===== config.mk =====
export PLATFORM = sky130hd
export DESIGN_NAME = output_status_fault_indication_flat
export DESIGN_NICKNAME = d
export VERILOG_FILES = /design/src/design/io_status_pkg.sv /design/src/design/io_link_if.sv /design/src/design/output_status_fault_indication.sv /design/src/flat_wrapper.sv
export SDC_FILE = /design/constraint.sdc
export NUM_CORES = 2
export LEC_CHECK = 0
export ABC_AREA = 1
export BUFFER_PORTS_ARGS = -buffer_cell sky130_fd_sc_hd__buf_4
export CAP_MARGIN = 10
export CORE_AREA = 3 3 717 719
export DETAILED_ROUTE_END_ITERATION = 7
export DIE_AREA = 0 0 720 722
export PLACE_DENSITY_LB_ADDON = 0.05
export SLEW_MARGIN = 5
export SYNTH_ARGS = -nofsm -noshare
export SYNTH_HDL_FRONTEND = slang
export SYNTH_SLANG_ARGS = --single-unit

===== constraint.sdc =====
create_clock -name aclk -period 2.15 [get_ports aclk]
set_input_delay 0.43 -clock aclk [delete_from_list [all_inputs] [get_ports aclk]]
set_output_delay 0.43 -clock aclk [all_outputs]
set_load 0.005 [all_outputs]

===== src/design/io_status_pkg.sv =====
// Summary of operation
// - One status indicator per output channel
// - Vote indicator data bits two of three
// - Per-state table selects channel indicator mode
// - Default table: off, green, flashing, red
// - Short circuit latches channel off, reported
// - Wiring fault sets mode, state, line fault
// - Channel faults never disturb other channels
// - Cleared fault restores plain on/off display
// - Channel voltage and current are readable
// - Health green; faulted slice flashes red
// - Faults shown in module_word_a and housekeeping words
// - One slice fault keeps outputs running
// - Shutdown indicator pattern: red, flashing, amber
// - Only removal and reinsertion leaves shutdown
// - Insert, await education, educated green
// - Outputs energise only after release command
// - Active fault transfers to hot standby
// - Without spare, active module keeps control
// - Mode codes zero to five as listed
// - Changeover flashes educated indicator amber
package io_status_pkg;
  localparam int NUM_CH = 40;
  localparam int SLICES = 3;
  localparam int STATE_W = 3;
  localparam int MEAS_W = 16;
  localparam int TABLE_W = 15;
  localparam int LADDR_W = 8;

  typedef enum logic [2:0] {
    MODE_ABSENT = 3'h0,
    MODE_CONFIG = 3'h1,
    MODE_STANDBY = 3'h2,
    MODE_ACTIVE = 3'h3,
    MODE_MAINTAIN = 3'h4,
    MODE_SHUTDOWN = 3'h5
  } module_mode_t;

  typedef enum logic [2:0] {
    IND_OFF = 3'h0,
    IND_GREEN = 3'h1,
    IND_RED = 3'h2,
    IND_FLASH_GREEN = 3'h3,
    IND_FLASH_RED = 3'h4,
    IND_AMBER = 3'h5,
    IND_FLASH_AMBER = 3'h6
  } ind_t;

  // Channel numeric output states
  localparam logic [2:0] ST_OFF = 3'h0;
  localparam logic [2:0] ST_ON = 3'h1;
  localparam logic [2:0] ST_OPEN = 3'h2;
  localparam logic [2:0] ST_SHORT = 3'h3;
  localparam logic [2:0] ST_FAULT = 3'h4;

  localparam logic [1:0] LED_OFF = 2'h0;
  localparam logic [1:0] LED_GREEN = 2'h1;
  localparam logic [1:0] LED_RED = 2'h2;
  localparam logic [1:0] LED_AMBER = 2'h3;

  localparam logic [TABLE_W-1:0] TABLE_RESET = 15'h44C8;

  localparam logic [2:0] CMD_EDUCATE = 3'h1;
  localparam logic [2:0] CMD_RELEASE = 3'h2;
  localparam logic [2:0] CMD_STANDBY = 3'h3;
  localparam logic [2:0] CMD_MAINTAIN = 3'h4;
  localparam logic [2:0] CMD_ACTIVATE = 3'h5;

  // Device registers on the link
  localparam logic [7:0] LREG_COMMAND = 8'h00;
  localparam logic [7:0] LREG_MODE = 8'h01;
  localparam logic [7:0] LREG_MODULE_WORD_A = 8'h02;
  localparam logic [7:0] LREG_HOUSEKEEPING = 8'h03;
  localparam logic [7:0] LREG_TABLE = 8'h04;
  localparam logic [7:0] LREG_DEMAND_LO = 8'h05;
  localparam logic [7:0] LREG_DEMAND_HI = 8'h06;
  localparam logic [7:0] LREG_FAULT_LO = 8'h07;
  localparam logic [7:0] LREG_FAULT_HI = 8'h08;
  localparam logic [1:0] LREG_STATE_PAGE = 2'h1;
  localparam logic [1:0] LREG_MEAS_PAGE = 2'h2;

  // Controller registers on AXI4-Lite
  localparam logic [7:0] HREG_CTRL = 8'h00;
  localparam logic [7:0] HREG_LINK_GO = 8'h04;
  localparam logic [7:0] HREG_LINK_WDATA = 8'h08;
  localparam logic [7:0] HREG_LINK_RDATA = 8'h0C;
  localparam logic [7:0] HREG_STATUS = 8'h10;
  localparam int GO_TARGET_BIT = 31;
  localparam int GO_WE_BIT = 30;
  localparam logic [1:0] RESP_OKAY = 2'h0;
  localparam logic [1:0] RESP_SLVERR = 2'h2;

  localparam int CLK_MHZ = 250;
  localparam int BLINK_HALF_MS = 500;
  localparam int BLINK_HALF_CYCLES = BLINK_HALF_MS * CLK_MHZ * 1000;

  function automatic logic [NUM_CH*STATE_W-1:0] maj3(input logic [NUM_CH*STATE_W-1:0] a,
      input logic [NUM_CH*STATE_W-1:0] b, input logic [NUM_CH*STATE_W-1:0] c);
    return (a & b) | (a & c) | (b & c);
  endfunction

  function automatic logic [1:0] ind_color(input ind_t ind, input logic blink);
    case (ind)
      IND_GREEN: return LED_GREEN;
      IND_RED: return LED_RED;
      IND_AMBER: return LED_AMBER;
      IND_FLASH_GREEN: return blink ? LED_GREEN : LED_OFF;
      IND_FLASH_RED: return blink ? LED_RED : LED_OFF;
      IND_FLASH_AMBER: return blink ? LED_AMBER : LED_OFF;
      default: return LED_OFF;
    endcase
  endfunction

  function automatic logic [31:0] merge_strb(input logic [31:0] old, input logic [31:0] nw,
      input logic [3:0] strb);
    logic [31:0] r;
    r = old;
    for (int i = 0; i < 4; i++) begin
      if (strb[i]) begin
        r[i*8 +: 8] = nw[i*8 +: 8];
      end
    end
    return r;
  endfunction
endpackage


===== src/design/io_link_if.sv =====
`timescale 1ns/100ps
interface io_link_if;
  import io_status_pkg::*;
  logic req;
  logic we;
  logic [LADDR_W-1:0] addr;
  logic [31:0] wdata;
  logic ack;
  logic [31:0] rdata;
  logic [2:0] mode;
  logic fault;

  modport device (input req, input we, input addr, input wdata,
    output ack, output rdata, output mode, output fault);
  modport host (output req, output we, output addr, output wdata,
    input ack, input rdata, input mode, input fault);
endinterface


===== src/design/output_status_fault_indication.sv =====
`timescale 1ns/100ps
module output_status_fault_indication
  import io_status_pkg::*;
#(
  parameter int BLINK_CYCLES = BLINK_HALF_CYCLES
) (
  input wire logic aclk,
  input wire logic aresetn,
  io_link_if.device link,
  input wire logic inserted_pin,
  input wire logic [SLICES-1:0][NUM_CH*STATE_W-1:0] slice_state,
  input wire logic [SLICES-1:0] slice_fault,
  input wire logic [NUM_CH*MEAS_W-1:0] meas_volt,
  input wire logic [NUM_CH*MEAS_W-1:0] meas_curr,
  output logic [NUM_CH-1:0] out_energise,
  output logic [NUM_CH*2-1:0] chan_led,
  output logic [SLICES*2-1:0] health_led,
  output logic [1:0] active_led,
  output logic [1:0] standby_led,
  output logic [1:0] educated_led
);

  // ==========================================
  // Insertion switch synchroniser
  logic ins_meta;
  logic inserted;

  always_ff @(posedge aclk) begin
    if (!aresetn) begin
      ins_meta <= 1'b0;
      inserted <= 1'b0;
    end else begin
      ins_meta <= inserted_pin;
      inserted <= ins_meta;
    end
  end

  // ==========================================
  // Shared blink timebase
  logic [31:0] blink_cnt;
  logic blink;

  always_ff @(posedge aclk) begin
    if (!aresetn) begin
      blink_cnt <= 32'h0;
      blink <= 1'b0;
    end else if (blink_cnt >= 32'(BLINK_CYCLES - 1)) begin
      blink_cnt <= 32'h0;
      blink <= ~blink;
    end else begin
      blink_cnt <= blink_cnt + 32'h1;
    end
  end

  // ==========================================
  // Link access decode
  logic [2:0] cmd;
  logic [TABLE_W-1:0] ind_table;
  logic [NUM_CH-1:0] demand;
  logic [5:0] ch_idx;

  assign ch_idx = link.addr[5:0];

  always_comb begin
    cmd = 3'h0;
    if (link.req && link.we && link.addr == LREG_COMMAND) begin
      cmd = link.wdata[2:0];
    end
  end

  always_ff @(posedge aclk) begin
    if (!aresetn) begin
      ind_table <= TABLE_RESET;
      demand <= '0;
    end else if (link.req && link.we) begin
      if (link.addr == LREG_TABLE) begin
        ind_table <= link.wdata[TABLE_W-1:0];
      end
      if (link.addr == LREG_DEMAND_LO) begin
        demand[31:0] <= link.wdata;
      end
      if (link.addr == LREG_DEMAND_HI) begin
        demand[NUM_CH-1:32] <= link.wdata[NUM_CH-33:0];
      end
    end
  end

  // ==========================================
  // Module mode
  module_mode_t mode;
  logic educated;
  logic [1:0] fault_count;
  logic double_fault;

  assign fault_count = 2'(slice_fault[0]) + 2'(slice_fault[1]) + 2'(slice_fault[2]);
  assign double_fault = fault_count >= 2'h2;

  always_ff @(posedge aclk) begin
    if (!aresetn) begin
      mode <= MODE_ABSENT;
    end else if (!inserted) begin
      mode <= MODE_ABSENT;
    end else begin
      unique case (mode)
        MODE_ABSENT: mode <= MODE_CONFIG;
        MODE_CONFIG: begin
          if (double_fault) begin
            mode <= MODE_SHUTDOWN;
          end else if (cmd == CMD_RELEASE && educated) begin
            mode <= MODE_ACTIVE;
          end
        end
        MODE_STANDBY: begin
          if (double_fault) begin
            mode <= MODE_SHUTDOWN;
          end else if (cmd == CMD_ACTIVATE) begin
            mode <= MODE_ACTIVE;
          end
        end
        MODE_ACTIVE: begin
          if (double_fault) begin
            mode <= MODE_SHUTDOWN;
          end else if (cmd == CMD_MAINTAIN) begin
            mode <= MODE_MAINTAIN;
          end else if (cmd == CMD_STANDBY) begin
            mode <= MODE_STANDBY;
          end
        end
        MODE_MAINTAIN: begin
          if (double_fault) begin
            mode <= MODE_SHUTDOWN;
          end else if (cmd == CMD_ACTIVATE) begin
            mode <= MODE_ACTIVE;
          end else if (cmd == CMD_STANDBY) begin
            mode <= MODE_STANDBY;
          end
        end
        MODE_SHUTDOWN: mode <= MODE_SHUTDOWN;
        default: mode <= MODE_ABSENT;
      endcase
    end
  end

  always_ff @(posedge aclk) begin
    if (!aresetn) begin
      educated <= 1'b0;
    end else if (!inserted) begin
      educated <= 1'b0;
    end else if (cmd == CMD_EDUCATE && mode != MODE_SHUTDOWN) begin
      educated <= 1'b1;
    end
  end

  // ==========================================
  // Channel vote, short latch and line fault
  logic [NUM_CH*STATE_W-1:0] voted;
  logic [NUM_CH-1:0] short_latched;
  logic [NUM_CH-1:0] line_fault;
  logic [NUM_CH*STATE_W-1:0] reported;
  logic energised;

  assign voted = maj3(slice_state[0], slice_state[1], slice_state[2]);
  assign energised = mode == MODE_ACTIVE || mode == MODE_MAINTAIN;

  // Each channel looks only at its own voted bits
  always_ff @(posedge aclk) begin
    if (!aresetn) begin
      short_latched <= '0;
      line_fault <= '0;
      reported <= '0;
      out_energise <= '0;
    end else begin
      for (int i = 0; i < NUM_CH; i++) begin
        if (voted[i*STATE_W +: STATE_W] == ST_SHORT) begin
          short_latched[i] <= 1'b1;
        end else if (!demand[i]) begin
          short_latched[i] <= 1'b0;
        end
        line_fault[i] <= voted[i*STATE_W +: STATE_W] >= ST_OPEN || short_latched[i];
        reported[i*STATE_W +: STATE_W] <= short_latched[i] ? ST_SHORT : voted[i*STATE_W +: STATE_W];
        out_energise[i] <= energised && demand[i] && !short_latched[i] &&
          voted[i*STATE_W +: STATE_W] != ST_SHORT;
      end
    end
  end

  // ==========================================
  // Indicators
  always_ff @(posedge aclk) begin
    if (!aresetn) begin
      chan_led <= '0;
    end else begin
      for (int i = 0; i < NUM_CH; i++) begin
        if (reported[i*STATE_W +: STATE_W] > ST_FAULT) begin
          chan_led[i*2 +: 2] <= ind_color(IND_FLASH_RED, blink);
        end else begin
          chan_led[i*2 +: 2] <= ind_color(ind_t'(ind_table[reported[i*STATE_W +: STATE_W]*3 +: 3]),
            blink);
        end
      end
    end
  end

  always_ff @(posedge aclk) begin
    if (!aresetn) begin
      health_led <= '0;
    end else begin
      for (int s = 0; s < SLICES; s++) begin
        if (mode == MODE_ABSENT) begin
          health_led[s*2 +: 2] <= LED_OFF;
        end else if (mode == MODE_SHUTDOWN) begin
          health_led[s*2 +: 2] <= LED_RED;
        end else if (slice_fault[s]) begin
          health_led[s*2 +: 2] <= ind_color(IND_FLASH_RED, blink);
        end else begin
          health_led[s*2 +: 2] <= LED_GREEN;
        end
      end
    end
  end

  always_ff @(posedge aclk) begin
    if (!aresetn) begin
      active_led <= LED_OFF;
      standby_led <= LED_OFF;
      educated_led <= LED_OFF;
    end else begin
      if (mode == MODE_SHUTDOWN) begin
        active_led <= ind_color(IND_FLASH_RED, blink);
      end else if (energised) begin
        active_led <= LED_GREEN;
      end else if (mode == MODE_CONFIG && educated) begin
        active_led <= ind_color(IND_FLASH_RED, blink);
      end else begin
        active_led <= LED_OFF;
      end
      if (mode == MODE_SHUTDOWN) begin
        standby_led <= ind_color(IND_FLASH_RED, blink);
      end else begin
        standby_led <= mode == MODE_STANDBY ? LED_GREEN : LED_OFF;
      end
      if (mode == MODE_SHUTDOWN || mode == MODE_MAINTAIN) begin
        educated_led <= ind_color(IND_FLASH_AMBER, blink);
      end else begin
        educated_led <= educated ? LED_GREEN : LED_OFF;
      end
    end
  end

  // ==========================================
  // Link read answer
  logic [31:0] module_word_a_word;
  logic [31:0] housekeeping_word;

  assign module_word_a_word = {22'h0, mode == MODE_MAINTAIN, educated, mode == MODE_SHUTDOWN, slice_fault, 1'b0, mode};
  assign housekeeping_word = {28'h0, |line_fault, fault_count, |slice_fault};

  always_ff @(posedge aclk) begin
    if (!aresetn) begin
      link.ack <= 1'b0;
      link.rdata <= 32'h0;
    end else begin
      link.ack <= link.req;
      link.rdata <= 32'h0;
      if (link.req && !link.we) begin
        if (link.addr[7:6] == LREG_STATE_PAGE && ch_idx < 6'(NUM_CH)) begin
          link.rdata <= {29'h0, reported[ch_idx*STATE_W +: STATE_W]};
        end else if (link.addr[7:6] == LREG_MEAS_PAGE && ch_idx < 6'(NUM_CH)) begin
          link.rdata <= {meas_volt[ch_idx*MEAS_W +: MEAS_W], meas_curr[ch_idx*MEAS_W +: MEAS_W]};
        end else begin
          unique case (link.addr)
            LREG_MODE: link.rdata <= {29'h0, mode};
            LREG_MODULE_WORD_A: link.rdata <= module_word_a_word;
            LREG_HOUSEKEEPING: link.rdata <= housekeeping_word;
            LREG_TABLE: link.rdata <= {17'h0, ind_table};
            LREG_DEMAND_LO: link.rdata <= demand[31:0];
            LREG_DEMAND_HI: link.rdata <= {24'h0, demand[NUM_CH-1:32]};
            LREG_FAULT_LO: link.rdata <= line_fault[31:0];
            LREG_FAULT_HI: link.rdata <= {24'h0, line_fault[NUM_CH-1:32]};
            default: link.rdata <= 32'h0;
          endcase
        end
      end
    end
  end

  assign link.mode = mode;
  assign link.fault = |slice_fault;

endmodule // output_status_fault_indication


===== src/flat_wrapper.sv =====
// flat-port wrapper written by rule: the top's interface ports become plain ports
module output_status_fault_indication_flat import io_status_pkg::*;
#(
  parameter int BLINK_CYCLES = BLINK_HALF_CYCLES
)
  (aclk, aresetn, inserted_pin, slice_state, slice_fault, meas_volt, meas_curr, out_energise, chan_led, health_led, active_led, standby_led, educated_led, link_req, link_we, link_addr, link_wdata, link_ack, link_rdata, link_mode, link_fault);
  io_link_if link_i ();
  input wire logic aclk;
  input wire logic aresetn;
  input wire logic inserted_pin;
  input wire logic [SLICES-1:0][NUM_CH*STATE_W-1:0] slice_state;
  input wire logic [SLICES-1:0] slice_fault;
  input wire logic [NUM_CH*MEAS_W-1:0] meas_volt;
  input wire logic [NUM_CH*MEAS_W-1:0] meas_curr;
  output logic [NUM_CH-1:0] out_energise;
  output logic [NUM_CH*2-1:0] chan_led;
  output logic [SLICES*2-1:0] health_led;
  output logic [1:0] active_led;
  output logic [1:0] standby_led;
  output logic [1:0] educated_led;
  input wire logic [$bits(link_i.req)-1:0] link_req;
  input wire logic [$bits(link_i.we)-1:0] link_we;
  input wire logic [$bits(link_i.addr)-1:0] link_addr;
  input wire logic [$bits(link_i.wdata)-1:0] link_wdata;
  output wire logic [$bits(link_i.ack)-1:0] link_ack;
  output wire logic [$bits(link_i.rdata)-1:0] link_rdata;
  output wire logic [$bits(link_i.mode)-1:0] link_mode;
  output wire logic [$bits(link_i.fault)-1:0] link_fault;
  assign link_i.req = link_req;
  assign link_i.we = link_we;
  assign link_i.addr = link_addr;
  assign link_i.wdata = link_wdata;
  assign link_ack = link_i.ack;
  assign link_rdata = link_i.rdata;
  assign link_mode = link_i.mode;
  assign link_fault = link_i.fault;
  output_status_fault_indication #(.BLINK_CYCLES(BLINK_CYCLES)) u_core (.aclk(aclk), .aresetn(aresetn), .link(link_i), .inserted_pin(inserted_pin), .slice_state(slice_state), .slice_fault(slice_fault), .meas_volt(meas_volt), .meas_curr(meas_curr), .out_energise(out_energise), .chan_led(chan_led), .health_led(health_led), .active_led(active_led), .standby_led(standby_led), .educated_led(educated_led));
endmodule

==> results by group <==
Synth
  • Share of the synthesized area in the top cell type: 0.2555
  • Synth unique cells: 57
  • Main flop type after synthesis: dfxtp_1
  • Synthesized area: 0.03596 sq mm
  • Synthesis-stage register bit count: 459
  • Top post-synthesis cells by area: dfxtp_1 26%, nand2_1 24%, a21oi_1 9.3%
  • Sequential-to-total area share from yosys stat: 0.2555
  • Synth warn: 0
  • Post-Syn Instances: 6,223
  • Cell with the most instances after synthesis: nand2_1
  • Commonest cells in the netlist: 2,271 x nand2_1, 668 x a21oi_1, 554 x inv_1, 459 x dfxtp_1, 362 x o21ai_0
  • Post-synth top area cell: dfxtp_1
  • Mapped Avg Cell Area: 5.778 sq um
  • Ys async rst share: 0
  • EDFF count, synth: 0

Clock network
  • Maximum root-to-sink buffer count: 4
  • Clock Sinks: 459
  • Clock Latency Late Sink: 0.84 ns
  • Root buf cell: clkbuf_16
  • CTS H-Tree Depth: 3
  • Clk slew on worst S/H paths: roughly 0.070 ns
  • CTS tree: built
  • Cts bufs inserted: 80

STA
  • Highest Clock Rate: between 400 and 500 MHz
  • Final min period: about 2.3 ns
  • Final worst slack: -0.1260 ns
  • Endpoints failing hold: 0
  • Worst clock skew: slightly above 0.08 ns
  • Final Cycle Share: 1.059
  • Final setup TNS: -0.1751 ns
  • Final setup fails: 4
  • Final Slew Violations: 0
  • RSZ-0062 raised after global routing: true
  • Worst Tran Pin Value: 0.8188 ns
  • Slew Limit Headroom: 0.4499
  • Hold slack: 0.04756 ns

Power
  • Power per cell area: around 520 mW/mm^2
  • Max VDD drop: ~0.5 mV
  • P_int: between 20,000 and 25,000 uW
  • Clock group share of total power: 0.385
  • Combinational cell fraction of total power: 0.348
  • Seq pwr share: 0.267
  • Leakage power: 0.03108 uW
  • Switching pwr: 13,360 uW
  • Sw Ratio: 0.3724

Global route
  • Overflow after GRT: 0
  • Global-route wire length before repair: approximately 600 mm
  • Vias in the first global route: roughly 55,000
  • Largest net degree at the start of global routing: 55
  • GRT Util Overall: 0.1773
  • Antenna violations before repair: 156

Detailed routing
  • DRC viols: 0
  • Via/cell ratio: 3.533
  • Post-DRT Antenna Nets: 0
  • WL final: 485.2 mm
  • DR WL/cell: roughly 31 um
  • Via Count: 54,570
  • DRT Pass-1 Iters: 6
  • Initial DRC count: 3,571

Worst setup path
  • Element type at the critical path end: flip-flop
  • Arr. time, crit path: around 3.0 ns
  • Startpoint types: input port
  • Setup CP Type: input port to flip-flop
  • Worst EP required: 2.84 ns
  • Largest fanout on the critical path: 8

Die
  • Die Span X: between 700 and 800 um
  • Core area: 0.5084 sq mm
  • Initial Util: 0.07073
  • I/O pins: 1,857
  • Die footprint: 0.5198 sq mm
  • Chip height: a little over 700 um
  • # rows: 262

Placement
  • Routability cong.: 0.8940
  • Port Buffer Count: 1,856
  • DPL Wire Length: 418.1 mm

Status
  • Status: finished, violations left
  • Failing checks: setup timing

Worst hold path
  • Worst Hold Class: input port to flip-flop

Finish
  • Total Nets Final: 10,300
  • Layout cells sized above 1: 0.3477
  • Area Overhead vs Synth: 91.57%

Flow run
  • Max Cap Viol: 0
-- registers in the layout, indices dropped and copies added (netlist names) --
register	count
u_core.active_led	2
u_core.blink	1
u_core.blink_cnt	32
u_core.chan_led	80
u_core.demand	40
u_core.educated	1
u_core.educated_led	2
u_core.health_led	6
u_core.ind_table	15
u_core.ins_meta	1
u_core.inserted	1
u_core.line_fault	40
u_core.link.ack	1
u_core.link.mode	3
u_core.link.rdata	32
u_core.out_energise	40
u_core.reported	120
u_core.short_latched	40
u_core.standby_led	2
-- per-stage QoR --
stage / utilization / cell area (sq um) / setup slack, ns / power, uW / std cells
after detailed placement: 0.1265 / 64330 / -1.582 / 22150 / 15190
final: 0.1355 / 68890 / -0.1260 / 35890 / 15450
after global routing: 0.1353 / 68810 / -0.07277 / 37960 / 15410
after global placement: 0.1265 / 64330 / -1.593 / 22170 / 15190
after CTS: 0.1337 / 67980 / -0.04408 / 36800 / 15380
after floorplan: - / 35970 / 0.3847 / 13410 / 6227
-- placed cells by master (no fill, tap or decap), types with 10 or more instances in the layout --
cell type and instances:
a31oi_1 71, o21a_1 73, diode_2 41, clkbuf_8 20
or2_1 10, o22ai_1 21, inv_1 549, dlygate4sd3_1 40
dfxtp_1 431, clkbuf_1 11, a21o_1 40, buf_4 2435
buf_12 165, maj3_1 52, nand2_4 10, o21ai_0 355
nor2_1 317, clkbuf_16 90, a21oi_1 656, o21ai_1 147
a22oi_1 173, o211ai_1 36, nand3_2 11, nor3_1 97
clkinv_2 12, nor4_2 17, nor4_1 32, o21ai_2 16
o22ai_2 10, buf_6 12, nand2_1 2239, nand4_1 167
nor2_4 14, dfxtp_2 24, nand3_1 96, a22oi_2 29
inv_2 24, nand2_2 31, a21oi_2 11
-- critical path, cell delays in order --
cell,delay (ns)
buf_4,0.16
buf_12,0.16
inv_6,0.07
nor2_8,0.04
buf_12,0.15
buf_12,0.16
buf_4,0.18
nand2_2,0.10
buf_4,0.11
nand4_1,0.37
nand2_2,0.33
nand2_1,0.10
o21ai_2,0.18
nand3_4,0.17
nand2_1,0.13
a21oi_2,0.06
-- power groups by stage --
stage / Clock, uW / Sequential [uW] / Combinational [uW]
after detailed placement: 0 / 9780 / 12400
after floorplan: 0 / 9420 / 3980
after CTS: 14600 / 9600 / 12600
after global routing: 14800 / 9650 / 13600
final: 13800 / 9600 / 12500
after global placement: 0 / 9780 / 12400
-- path summary, 6_finish.rpt --
check,startpoint,endpoint,slack (ns),cells after the start
min,slice_state[120],u_core.reported[0],0.05,3
max,link_addr[0],u_core.link.rdata[3],-0.13,16
max reg2reg,u_core.ind_table[1],u_core.chan_led[33],0.10,8
min reg2reg,u_core.ins_meta,u_core.inserted,0.42,2
-- repair_timing --
| item | in CTS | in global routing |
|---|---|---|
| setup buffers | 8 | 15 |
| hold buffers | 40 | 0 |
| hold endpoints to repair | 59 | 0 |
| setup endpoints to repair | 79 | 86 |
| gates resized for setup | 117 | 122 |
| cloned | 1 | 8 |
| pin swaps | 15 | 21 |
-- final cells by class --
| type | instances | area [sq um] |
|---|---|---|
| diodes | 41 | 102.6 |
| clock buffers | 113 | 2369 |
| clock inverters | 27 | 300.3 |
| fillers | 59360 | 439600 |
| inverters | 586 | 2252 |
| multi-input cells | 4816 | 23620 |
| flip-flops and latches | 459 | 9234 |
| well taps | 6732 | 8423 |
| repair buffers | 2671 | 22590 |
-- cells by family after synthesis --
| kind of cell | after synthesis | synth area share |
|---|---|---|
| buffers and inverters | 952 | 0.1092 |
| AO/OA/AOI/OAI | 1667 | 0.2632 |
| AND/OR/NAND/NOR | 3074 | 0.3527 |
| XOR/XNOR | 16 | 0.003897 |
| adder cells (fa/ha/maj) | 54 | 0.01538 |
| flip-flops | 459 | 0.2555 |
| other | 1 | 0.0001043 |
-- metal layers --
layer / share of wire / global-route usage / vias to the layer above
met5: 0.00047 / 0 / -
met4: 0.011 / 0.01760 / 34
met3: 0.054 / 0.03214 / 280
met2: 0.45 / 0.2870 / 1923
met1: 0.48 / 0.2512 / 26820
li1: - / - / 25520
No activity file was read; power rests on OpenSTA's default activity.
